==> config.mk <==
export PLATFORM = sky130hd
export DESIGN_NAME = smw_supply_monitor
export DESIGN_NICKNAME = d
export VERILOG_FILES = /design/src/pkg/smw_pkg.sv /design/src/pkg/smw_tick_if.sv /design/src/hdl/smw_glitch_filter.sv /design/src/hdl/smw_timer.sv /design/src/hdl/smw_supply_monitor.sv
export SDC_FILE = /design/constraint.sdc
export NUM_CORES = 1
export LEC_CHECK = 0
export ABC_AREA = 1
export BUFFER_PORTS_ARGS = -buffer_cell sky130_fd_sc_hd__buf_2
export CAP_MARGIN = 20
export CORE_MARGIN = 1
export CORE_UTILIZATION = 57
export DETAILED_ROUTE_END_ITERATION = 7
export PLACE_DENSITY = 0.78
export SLEW_MARGIN = 5
export SYNTH_ARGS = -nofsm -noshare
export SYNTH_HDL_FRONTEND = slang
export SYNTH_SLANG_ARGS = --single-unit
==> constraint.sdc <==
create_clock -name clk -period 1.8 [get_ports clk]
set_input_delay 0.09 -clock clk [delete_from_list [all_inputs] [get_ports clk]]
set_output_delay 0.09 -clock clk [all_outputs]
set_load 0.02 [all_outputs]
==> src/pkg/smw_pkg.sv <==
package smw_pkg;

	localparam int N_CHAN  = 10;
	localparam int N_TMR   = 4;
	localparam int N_DIG   = 4;
	localparam int CHAN_W  = 4;
	localparam int ADC_W   = 10;
	localparam int RES_W   = 12;
	localparam int RES_HI_W = 8;
	localparam int RES_LO_W = 4;
	localparam int TCODE_W = 7;
	localparam int TCNT_W  = 19;
	localparam int FCNT_W  = 10;
	localparam int DIV_W   = 5;
	localparam int CAL_W   = 17;

	// System clock and master clock rates
	localparam int CLK_PERIOD_PS  = 4000;
	localparam int MCLK_FREQ_KHZ  = 8000;
	localparam int MCLK_PERIOD_PS = 1000000000 / MCLK_FREQ_KHZ;
	localparam int OSC_DIV        = MCLK_PERIOD_PS / CLK_PERIOD_PS;
	localparam int OSC_HALF       = OSC_DIV / 2;
	localparam int PRESCALE       = 32;
	localparam int LCLK_FREQ_KHZ  = MCLK_FREQ_KHZ / PRESCALE;

	// Glitch filter delays, counted in master clock ticks
	localparam int FILT_ON_US     = 64;
	localparam int FILT_OFF_US    = 16;
	localparam int FILT_ON_TICKS  = FILT_ON_US * MCLK_FREQ_KHZ / 1000;
	localparam int FILT_OFF_TICKS = FILT_OFF_US * MCLK_FREQ_KHZ / 1000;

	// Comparator calibration and filter initialisation after reset
	localparam int CAL_TIME_US = 500;
	localparam int CAL_CYCLES  = CAL_TIME_US * 1000000 / CLK_PERIOD_PS;

	// Timer range, counted in logic clock ticks
	localparam int TMR_MIN_US    = 32;
	localparam int TMR_MAX_MS    = 1960;
	localparam int TMR_MIN_TICKS = TMR_MIN_US * LCLK_FREQ_KHZ / 1000;
	localparam int TMR_MAX_TICKS = TMR_MAX_MS * LCLK_FREQ_KHZ;

	typedef logic [N_CHAN-1:0] smw_chan_t;
	typedef logic [N_TMR-1:0][TCODE_W-1:0] smw_tcode_t;
	typedef enum logic [1:0] {ADC_IDLE, ADC_WAIT} smw_adc_st_t;

	// Code = {row[2:0], step[3:0]}: (step + 1) times the row base
	function automatic logic [TCNT_W-1:0] smw_tmr_ticks(input logic [TCODE_W-1:0] code);
		logic [TCNT_W-1:0] base;
		base = '0;
		case (code[6:4])
			3'h0: base = TCNT_W'(TMR_MIN_TICKS);
			3'h1: base = TCNT_W'(32);
			3'h2: base = TCNT_W'(128);
			3'h3: base = TCNT_W'(512);
			3'h4: base = TCNT_W'(2048);
			3'h5: base = TCNT_W'(8192);
			3'h6: base = TCNT_W'(16384);
			default: base = TCNT_W'(TMR_MAX_TICKS / 16);
		endcase
		return TCNT_W'(base * ({1'h0, code[3:0]} + 5'h01));
	endfunction

endpackage

==> src/pkg/smw_tick_if.sv <==
`timescale 1ns/10ps
interface smw_tick_if;
	logic mtick;
	logic ltick;
	logic init;
	modport src (output mtick, output ltick, output init);
	modport snk (input mtick, input ltick, input init);
endinterface

==> src/hdl/smw_glitch_filter.sv <==
`timescale 1ns/10ps
module smw_glitch_filter (
	input  wire logic clk,
	input  wire logic rstn,
	smw_tick_if.snk   tk,
	input  wire logic raw,
	input  wire logic en,
	output logic      q
);
	import smw_pkg::*;

	typedef struct packed {
		logic              q;
		logic [FCNT_W-1:0] cnt;
	} smw_filt_t;

	smw_filt_t filt_reg;
	smw_filt_t filt_next;
	logic [FCNT_W-1:0] limit;

	always_comb begin
		filt_next = filt_reg;
		limit = en ? FCNT_W'(FILT_ON_TICKS - 1) : FCNT_W'(FILT_OFF_TICKS - 1);
		if (tk.init) begin
			// Filter follows its input until calibration ends
			filt_next.q = raw;
			filt_next.cnt = '0;
		end else if (tk.mtick) begin
			if (raw == filt_reg.q) begin
				filt_next.cnt = '0;
			end else if (filt_reg.cnt == limit) begin
				filt_next.q = raw;
				filt_next.cnt = '0;
			end else begin
				filt_next.cnt = filt_reg.cnt + 10'h001;
			end
		end
	end

	always_ff @(posedge clk or negedge rstn) begin
		if (!rstn) begin
			filt_reg <= '0;
		end else begin
			filt_reg <= filt_next;
		end
	end

	assign q = filt_reg.q;
endmodule

==> src/hdl/smw_timer.sv <==
`timescale 1ns/10ps
module smw_timer (
	input  wire logic                        clk,
	input  wire logic                        rstn,
	smw_tick_if.snk                          tk,
	input  wire logic                        start,
	input  wire logic [smw_pkg::TCODE_W-1:0] code,
	output logic                             timeout
);
	import smw_pkg::*;

	typedef struct packed {
		logic              done;
		logic [TCNT_W-1:0] cnt;
	} smw_tmr_t;

	smw_tmr_t tmr_reg;
	smw_tmr_t tmr_next;

	always_comb begin
		tmr_next = tmr_reg;
		if (!start) begin
			tmr_next = '0;
		end else if (tk.ltick && !tmr_reg.done) begin
			tmr_next.cnt = tmr_reg.cnt + 19'h00001;
			if (tmr_next.cnt == smw_tmr_ticks(code)) begin
				tmr_next.done = 1'b1;
			end
		end
	end

	always_ff @(posedge clk or negedge rstn) begin
		if (!rstn) begin
			tmr_reg <= '0;
		end else begin
			tmr_reg <= tmr_next;
		end
	end

	assign timeout = tmr_reg.done;
endmodule

==> src/hdl/smw_supply_monitor.sv <==
`timescale 1ns/10ps
module smw_supply_monitor #(
	parameter int CAL_CYCLES_P = smw_pkg::CAL_CYCLES
) (
	input  wire logic                          clk,
	input  wire logic                          rstn,
	input  wire smw_pkg::smw_chan_t            high_trip_detector,
	input  wire smw_pkg::smw_chan_t            low_trip_detector,
	input  wire smw_pkg::smw_chan_t            window_select,
	input  wire smw_pkg::smw_chan_t            filter_enable,
	output smw_pkg::smw_chan_t                 monitor_a,
	output smw_pkg::smw_chan_t                 monitor_b,
	output logic [2*smw_pkg::N_CHAN-1:0]       comp_status,
	output logic                               analog_ready,
	input  wire logic [smw_pkg::N_DIG-1:0]     dig_in,
	output logic [smw_pkg::N_DIG-1:0]          dig_sampled,
	input  wire logic                          internal_osc_select,
	input  wire logic                          clock_pin_drive_select,
	input  wire logic                          logic_clock_export_select,
	input  wire logic                          mclk_pin_in,
	output logic                               mclk_pin_out,
	output logic                               mclk_pin_oe_n,
	output logic                               logic_clock_out_pin,
	input  wire logic [smw_pkg::N_TMR-1:0]     timer_start,
	input  wire smw_pkg::smw_tcode_t           timer_code,
	output logic [smw_pkg::N_TMR-1:0]          timer_timeout,
	input  wire logic                          conv_req,
	input  wire logic [smw_pkg::CHAN_W-1:0]    conv_chan,
	input  wire logic                          conv_atten,
	output logic                               conv_busy,
	output logic                               conv_valid,
	output logic [smw_pkg::CHAN_W-1:0]         adc_mux_sel,
	output logic                               adc_start,
	input  wire logic                          adc_done,
	input  wire logic [smw_pkg::ADC_W-1:0]     adc_data,
	output logic [smw_pkg::RES_W-1:0]          adc_result,
	output logic [smw_pkg::RES_HI_W-1:0]       adc_result_hi,
	output logic [smw_pkg::RES_LO_W-1:0]       adc_result_lo
);
	import smw_pkg::*;

	typedef struct packed {
		// Clock pin synchroniser and edge history
		logic              pin_s1;
		logic              pin_s2;
		logic              pin_s3;
		// Internal oscillator divider and master clock pin drive
		logic [DIV_W-1:0]  osc_cnt;
		logic              mclk_lvl;
		logic              mclk_oe_n;
		logic              mtick;
		// Prescaler to logic clock
		logic [DIV_W-1:0]  pre_cnt;
		logic              ltick;
		logic              lclk_lvl;
		logic              lclk_pin;
		// Comparator synchronisers and resampled monitor outputs
		smw_chan_t         ca_s1;
		smw_chan_t         ca_s2;
		smw_chan_t         cb_s1;
		smw_chan_t         cb_s2;
		smw_chan_t         mon_a;
		smw_chan_t         mon_b;
		// General digital inputs
		logic [N_DIG-1:0]  dig_s1;
		logic [N_DIG-1:0]  dig_s2;
		logic [N_DIG-1:0]  dig_q;
		// Calibration
		logic [CAL_W-1:0]  cal_cnt;
		logic              ready;
		// Converter control
		smw_adc_st_t       adc_st;
		logic [CHAN_W-1:0] mux;
		logic              atten;
		logic              start;
		logic [RES_W-1:0]  res;
		logic              valid;
	} smw_top_t;

	smw_top_t  top_reg;
	smw_top_t  top_next;
	smw_chan_t win_a;
	smw_chan_t filt_a;
	smw_chan_t filt_b;
	logic      osc_tick;
	logic      ext_tick;

	smw_tick_if tk ();

	function automatic logic [RES_W-1:0] scale(input logic [ADC_W-1:0] d, input logic x3);
		logic [RES_W-1:0] w;
		w = {2'h0, d};
		// Times three as sum of value and value shifted by one
		return x3 ? RES_W'(w + {w[RES_W-2:0], 1'h0}) : w;
	endfunction

	// Comparator outputs arrive already high above trip, low below
	assign win_a = (window_select & top_reg.cb_s2 & ~top_reg.ca_s2)
		| (~window_select & top_reg.ca_s2);

	genvar gi;
	generate
		for (gi = 0; gi < N_CHAN; gi++) begin : g_chan
			smw_glitch_filter u_filt_a (
				.clk  (clk),
				.rstn (rstn),
				.tk   (tk),
				.raw  (win_a[gi]),
				.en   (filter_enable[gi]),
				.q    (filt_a[gi])
			);
			smw_glitch_filter u_filt_b (
				.clk  (clk),
				.rstn (rstn),
				.tk   (tk),
				.raw  (top_reg.cb_s2[gi]),
				.en   (filter_enable[gi]),
				.q    (filt_b[gi])
			);
		end
		for (gi = 0; gi < N_TMR; gi++) begin : g_tmr
			smw_timer u_tmr (
				.clk     (clk),
				.rstn    (rstn),
				.tk      (tk),
				.start   (timer_start[gi]),
				.code    (timer_code[gi]),
				.timeout (timer_timeout[gi])
			);
		end
	endgenerate

	assign osc_tick = (top_reg.osc_cnt == DIV_W'(OSC_DIV - 1));
	assign ext_tick = top_reg.pin_s2 & ~top_reg.pin_s3;

	always_comb begin
		top_next = top_reg;

		// Master clock source
		top_next.pin_s1 = mclk_pin_in;
		top_next.pin_s2 = top_reg.pin_s1;
		top_next.pin_s3 = top_reg.pin_s2;
		top_next.osc_cnt = osc_tick ? '0 : top_reg.osc_cnt + 5'h01;
		top_next.mclk_lvl = (top_next.osc_cnt < DIV_W'(OSC_HALF));
		// Released unless internal oscillator and pin drive both selected
		top_next.mclk_oe_n = ~(internal_osc_select & clock_pin_drive_select);
		// Slave follows rising edges of the pin; a stopped pin stops the filters, timers, prescaler and input sampling
		top_next.mtick = internal_osc_select ? osc_tick : ext_tick;

		// Logic clock prescaler
		top_next.ltick = 1'b0;
		if (top_reg.mtick) begin
			top_next.pre_cnt = top_reg.pre_cnt + 5'h01;
			top_next.ltick = (top_reg.pre_cnt == DIV_W'(PRESCALE - 1));
			top_next.lclk_lvl = (top_next.pre_cnt < DIV_W'(PRESCALE / 2));
		end
		top_next.lclk_pin = logic_clock_export_select & top_next.lclk_lvl;

		// Asynchronous pin inputs pass two flip-flops first
		top_next.ca_s1 = high_trip_detector;
		top_next.ca_s2 = top_reg.ca_s1;
		top_next.cb_s1 = low_trip_detector;
		top_next.cb_s2 = top_reg.cb_s1;
		top_next.dig_s1 = dig_in;
		top_next.dig_s2 = top_reg.dig_s1;
		if (top_reg.mtick) begin
			top_next.dig_q = top_reg.dig_s2;
		end

		// Calibration window; filters track their inputs meanwhile
		if (!top_reg.ready) begin
			top_next.cal_cnt = top_reg.cal_cnt + 17'h00001;
			if (top_reg.cal_cnt == CAL_W'(CAL_CYCLES_P - 1)) begin
				top_next.ready = 1'b1;
			end
		end

		// Monitor outputs change only on logic clock ticks
		if (!top_reg.ready) begin
			top_next.mon_a = '0;
			top_next.mon_b = '0;
		end else if (top_reg.ltick) begin
			top_next.mon_a = filt_a;
			top_next.mon_b = filt_b;
		end

		// Converter control
		top_next.start = 1'b0;
		case (top_reg.adc_st)
			ADC_IDLE: begin
				// Requests before calibration ends are ignored
				if (conv_req && top_reg.ready) begin
					top_next.mux = conv_chan;
					top_next.atten = conv_atten;
					top_next.start = 1'b1;
					top_next.valid = 1'b0;
					top_next.adc_st = ADC_WAIT;
				end
			end
			ADC_WAIT: begin
				if (adc_done) begin
					top_next.res = scale(adc_data, top_reg.atten);
					top_next.valid = 1'b1;
					top_next.adc_st = ADC_IDLE;
				end
			end
			default: begin
				top_next.adc_st = ADC_IDLE;
			end
		endcase
	end

	always_ff @(posedge clk or negedge rstn) begin
		if (!rstn) begin
			top_reg <= '0;
			top_reg.mclk_oe_n <= 1'b1;
			top_reg.adc_st <= ADC_IDLE;
		end else begin
			top_reg <= top_next;
		end
	end

	assign tk.mtick = top_reg.mtick;
	assign tk.ltick = top_reg.ltick;
	assign tk.init  = ~top_reg.ready;

	assign monitor_a = top_reg.mon_a;
	assign monitor_b = top_reg.mon_b;
	// One status word serves both the serial and the test-access readers
	assign comp_status = {top_reg.mon_b, top_reg.mon_a};
	assign analog_ready = top_reg.ready;
	assign dig_sampled = top_reg.dig_q;
	assign mclk_pin_out = top_reg.mclk_lvl;
	assign mclk_pin_oe_n = top_reg.mclk_oe_n;
	assign logic_clock_out_pin = top_reg.lclk_pin;
	assign conv_busy = (top_reg.adc_st != ADC_IDLE);
	assign conv_valid = top_reg.valid;
	assign adc_mux_sel = top_reg.mux;
	assign adc_start = top_reg.start;
	assign adc_result = top_reg.res;
	assign adc_result_hi = top_reg.res[RES_W-1:RES_LO_W];
	assign adc_result_lo = top_reg.res[RES_LO_W-1:0];
endmodule

---- After elaboration in Yosys (flattened, before gate mapping) ----
Index checks and enable logic that the tools add are counted.
cells by class
  add/subtract/negate cells ............... 32
  multipliers ............................. 4
  bitwise gates (word level) .............. 11
  mux-type cells .......................... 169
  eq/ne operators ......................... 124
  reductions and logical operators ........ 44
  $lt $le $gt $ge ......................... 2
operators with widths
  operator                                                count
  two-way mux 11 bit                                      40
  case mux 15 bit (7 select lines)                        4
  two-way mux 10 bit                                      40
  adder 10 x 1 -> 10 bit (second input constant)          20
  == test 10 bit                                          20
  two-way mux 20 bit                                      10
  two-way mux 19 bit                                      8
  two-way mux 9 bit                                       10
  adder 19 x 1 -> 19 bit (second input constant)          4
  == test 19 bit                                          4
  multiplier 19 x 19 -> 19 bit                            4
  AND reduction 3 bit                                     21
  inequality test 2 x 1 -> 1 bit (second input constant)  30
  two-way mux 1 bit                                       50
  inequality test 2 bit (second input constant)           22
  == test 3 bit (second input constant)                   12
  AND 10 bit                                              3
  == test 3 x 2 -> 1 bit (second input constant)          8
  adder 4 x 1 -> 5 bit (second input constant)            4
  == test 1 bit                                           20
  NOT 10 bit                                              2
  adder 17 x 1 -> 17 bit (second input constant)          1
  == test 17 bit (second input constant)                  1
  AND reduction 2 bit                                     7
  21 further kinds                                        41
storage, ports and cells
  register bits ........................... 430
  output and inout bits ................... 83
  input bits .............................. 99
  word-level logic and storage cells ...... 462

---- Logic depth before layout (Yosys ltp) ----
  word-level depth ........................ 9
  mapped depth ............................ 26
  gate-level depth less buffers ........... 26

---- Cells and area by module ----
Synthesis repeated with hierarchy kept, for this count alone.
unflattened totals
  cell total of the unflattened synthesis .. 4,429
  area, all modules ....................... 32,830.2 µm²
modules (own cells, without submodules)
  module                       area each (µm²)  sequential area each (µm²)  instances  cells each
  smw_glitch_filter            663.1            275.3                       20         81
  smw_supply_monitor           5,789.3          3,229.3                     1          599
  smw_timer at g_tmr[1].u_tmr  3,569.7          500.5                       1          601
  smw_timer at g_tmr[2].u_tmr  3,412.0          500.5                       1          545
  smw_timer at g_tmr[0].u_tmr  3,402.0          500.5                       1          523
  smw_timer at g_tmr[3].u_tmr  3,394.5          500.5                       1          541

---- Worst setup path before layout ----
No wires, ideal clock.
  path kind ............................... input -> register
  start ................................... in timer_code[7] (netlist bit)
  end ..................................... reg g_tmr[1].u_tmr.tmr_reg, in the netlist g_tmr[1].u_tmr.timeout
  buffers on the path ..................... 1
  data arrival time ....................... 4.146 ns
  required time ........................... 1.723 ns
  slack ................................... -2.424 ns
  cell stages on the path ................. 22
  setup time .............................. 0.077 ns
  path through ............................ clkbuf_1 > nand3_1 > xor2_1 > inv_1 > nor2_1 > inv_1 > fa_1 > inv_1 > fa_1 > fa_1 > ha_1 > a21o_1 > a21oi_1 > nand2_1 > nand2_1 > nand3_1 > or2_2 > nand2_1 > nand2_1 > nand2_1 > nand3_1 > a21oi_1
on the way
  cells in the longest elaborated chain, start to end .. 5
ends and longest elaborated chain
  what                                             line                      source
  from (decl)                                      smw_supply_monitor.sv:25  input wire smw_pkg::smw_tcode_t timer_code,
  adder 4 x 1 -> 5 bit                             smw_pkg.sv:60             return TCNT_W'(base * ({1'h0, code[3:0]} + 5'h01));
  multiplier 19 x 19 -> 19 bit                     smw_pkg.sv:60
  == test 19 bit                                   smw_timer.sv:26           if (tmr_next.cnt == smw_tmr_ticks(code)) begin
  inequality test 2 x 1 -> 1 bit (no source line)  -
  AND reduction 2 bit (no source line)             -
  to (signal assigned)                             smw_timer.sv:36           tmr_reg <= tmr_next;
  to (decl)                                        smw_timer.sv:17           smw_tmr_t tmr_reg;
Every way passes these cells.
A chain may end at the register's enable or synchronous reset.

---- Worst setup path after layout ----
  start ................................... in timer_code[8] (netlist bit)
  end ..................................... reg g_tmr[1].u_tmr.tmr_reg, in the netlist g_tmr[1].u_tmr.timeout
The elaborated chain is that of the path after synthesis.

==> impl_metrics.tcl <==
set metrics [dict create \
    yosysTopAreaCell "dfrtp_1" \
    max_stage_delay_ns 0.51 \
    relSlewSlack_pct 60.9 \
    powerDensity_nw_per_um2 609 \
    cts_root_buffer "clkbuf_16" \
    cts_tree "yes" \
    path_cells "buf_8 -> buf_6 -> nand3_4 -> xor2_4 -> inv_2 -> nor2_4 -> inv_2 -> fa_1 -> inv_1 -> fa_1 -> fa_1 -> ha_4 -> nand2_1 -> nor2_1 -> nand2_1 -> nand2_2 -> nand2_1 -> nand2_1 -> nand2_1 -> nand2_1 -> nand2_1 -> a21oi_1 -> nand3_2 -> a21oi_2" \
    area_growth_pct 33.9 \
    dp_hpwl_um 57600 \
    rrSetupSlack_ns -0.43 \
    syn-mean-instance-area_um2 7.40 \
    fin_util_pct 77.2 \
    syn-num-nets 4428 \
    detail-route-antenna-nets 0 \
    io-pin-count 182 \
    cts_inserted_buffers 47 \
    place_ws_ns -2.33 \
    synth_top_area_share_pct 35.4 \
    synthTopCellsByCount "nand2_1 (976), inv_1 (621), nor2_1 (509)" \
    core-area_um2 52600 \
    synth.area.top_cells "dfrtp_1 (35%), nand2_1 (12%), inv_1 (7.7%)" \
    fin_area_um2 40600 \
    dpl_cell_area_um2 35900 \
    antenna_found_initial 2 \
    cellLeakagePower_nw 20.2 \
    synth.most_common_cell "nand2_1" \
    clock_sinks 429 \
    drive_gt1_share_pct 27.6 \
    clk_path_buf_depth 3 \
    run_status "complete, but fails checks" \
    fin_ws_ns -1.62 \
    max_cap_violations 0 \
    grt_pass1_vias 29362 \
    gp_congestion 0.921 \
    min_period_over_period_pct 190 \
    cts-htree-levels 2 \
    grt_max_degree 80 \
    worst_path_max_delay_cell "fa_1" \
    crit_type "input pin to flop" \
    synth-warning-count 0 \
    slew_violations 0 \
    wirelength_um 84600 \
    layout.nets 5193 \
    io_buffers 181 \
    worstHoldPathType "input pin to flop" \
    dieArea_um2 54100 \
    cp-start-kind "input pin" \
    finalClockSkew_ns 0.0162 \
    cp.arrival_ns 3.93 \
    timing.rr.start "g_tmr[1].u_tmr.tmr_reg[0]" \
    worstSetupEndpointType "flop" \
    hold_end "adc_result[1]" \
    yosysSeqAreaShare_pct 35.4 \
    crit_required_ns 2.31 \
    drcViolationCount 0 \
    grt_pass1_wl_um 134000 \
    hp-start "adc_data[1]" \
    dr.pass1.iters 5 \
    vdd_drop_max_v 0.000721 \
    whs_path_depth 4 \
    violations "negative setup slack" \
    fin_setup_tns_ns -6.85 \
    wl_per_cell_um 15.1 \
    crit_path_frequent_cell "nand2_1" \
    synth-edff-count 0 \
    drt_iter0_drc 2019 \
    start_util_pct 57.6 \
    overflow 0 \
    via_count 30156 \
    grtUsageTotal_pct 29.8 \
    clkTransAtPathRegs_ns 0.06 \
    rows 84 \
    cp_max_fo 4 \
    ys_types 61 \
    rsz0062_at_grt "yes" \
    ff2ff_path_depth 14 \
    die_x_um 233 \
    async_reset_ff_share_pct 100 \
    period_minus_slack_ns 3.42 \
    clock_latency_ns 0.59 \
    synth_cells 4093 \
    ys_ff_latch 429 \
    max_freq_mhz 292 \
    setup_violations 18 \
    power_mw 24.7 \
    synth_ff_type "dfrtp_1" \
    tightest_slew_ns 0.586 \
    dieHeight_um 233 \
    finalHoldViolCount 0 \
    via_per_inst 5.40 \
    r2r_end "g_tmr[1].u_tmr.timeout" \
    synth_area_um2 30300 \
]
==> per-layer routing <==
layer | share of wire, % | vias to the layer above | global-route usage, %
met5 | 0.013 | - | 0
li1 | - | 14628 | -
met4 | 2.9 | 2 | 9.54
met1 | 42 | 14396 | 38.5
met2 | 50 | 932 | 51.8
met3 | 5.0 | 198 | 3.69
==> timing repair <==
action                                 4_1_cts  5_1_grt
gates cloned                                 0        0
pin swaps                                  140      180
setup buffers                               31       38
setup endpoints to repair                   46      162
endpoints found under the hold margin      494        2
resized for setup                          166      320
hold buffers                                64        2
==> metrics by stage <==
stage               hold slack, ns  cells
floorplan                   -0.206   4093
global placement           -0.0149   5365
detailed placement         -0.0171   5365
CTS                        0.00125   5547
global route               0.00897   5586
finish                    0.000835   5586
==> layout make-up <==
type                    instances  area [um2]
diodes                          1        2.50
clock buffers                  70        1430
clock inverters                18         253
fillers                      3538       12000
inverters                     625        2360
multi-input cells            2904       18500
flip-flops and latches        429       10700
well taps                     688         861
repair buffers                851        6420
==> layout by cell type (no fill, tap or decap), types with 16 or more instances in the layout <==
cell type	count
nor2_4	51
ha_4	34
ha_1	101
nand3_2	31
nor2_1	407
nand3b_1	20
xor2_1	100
a21oi_1	138
nand3_1	273
nand2_1	889
dlygate4sd3_1	63
nor3_2	19
fa_1	82
buf_4	587
nand4_1	70
ha_2	16
nor2_2	71
nor3_1	56
dfrtp_1	426
o22ai_1	81
o21ai_0	105
buf_2	166
inv_2	47
a21oi_2	28
nand2_2	71
o21ai_1	18
clkbuf_16	48
xnor2_1	40
inv_1	572
nand2_4	24
==> worst max-delay path, delay by kind of cell <==
| kind | cells | cell delay (ns) |
|---|---|---|
| AOI/OAI and AO/OA | 2 | 0.31 |
| xor gates and xnor gates | 1 | 0.19 |
| adders and majority gates | 4 | 1.76 |
| buffers and inverters | 5 | 0.39 |
| and+or+nand+nor | 12 | 1.19 |
==> kinds of logic after synthesis <==
group           Yosys count  synth area share (%)
mux                       3                 0.112
flops                   429                  35.4
xor+xnor                150                  4.43
compound gates          476                  9.03
simple gates           2039                  28.7
buf+inv                 760                  10.4
fa+ha+maj               236                  11.9
==> worst max-delay path by stage <==
| stage | start | end | slack (ns) |
|---|---|---|---|
| 5_1_grt | timer_code[22] | g_tmr[3].u_tmr.timeout | -1.80 |
| 2_1_floorplan | timer_code[7] | g_tmr[1].u_tmr.timeout | -1.90 |
| 4_1_cts | timer_code[7] | g_tmr[1].u_tmr.timeout | -1.54 |
| 3_5_place_dp | timer_code[7] | g_tmr[1].u_tmr.timeout | -2.33 |
| 3_3_place_gp | timer_code[14] | g_tmr[2].u_tmr.timeout | -2.26 |
| 6_report | timer_code[8] | g_tmr[1].u_tmr.timeout | -1.62 |
==> power by group <==
group          switching (mW)  internal (mW)
combinational            2.45           1.94
sequential              0.133           9.84
clock                    4.19           6.15
total                    6.76           17.9
No activity file was read; power rests on OpenSTA's default activity.
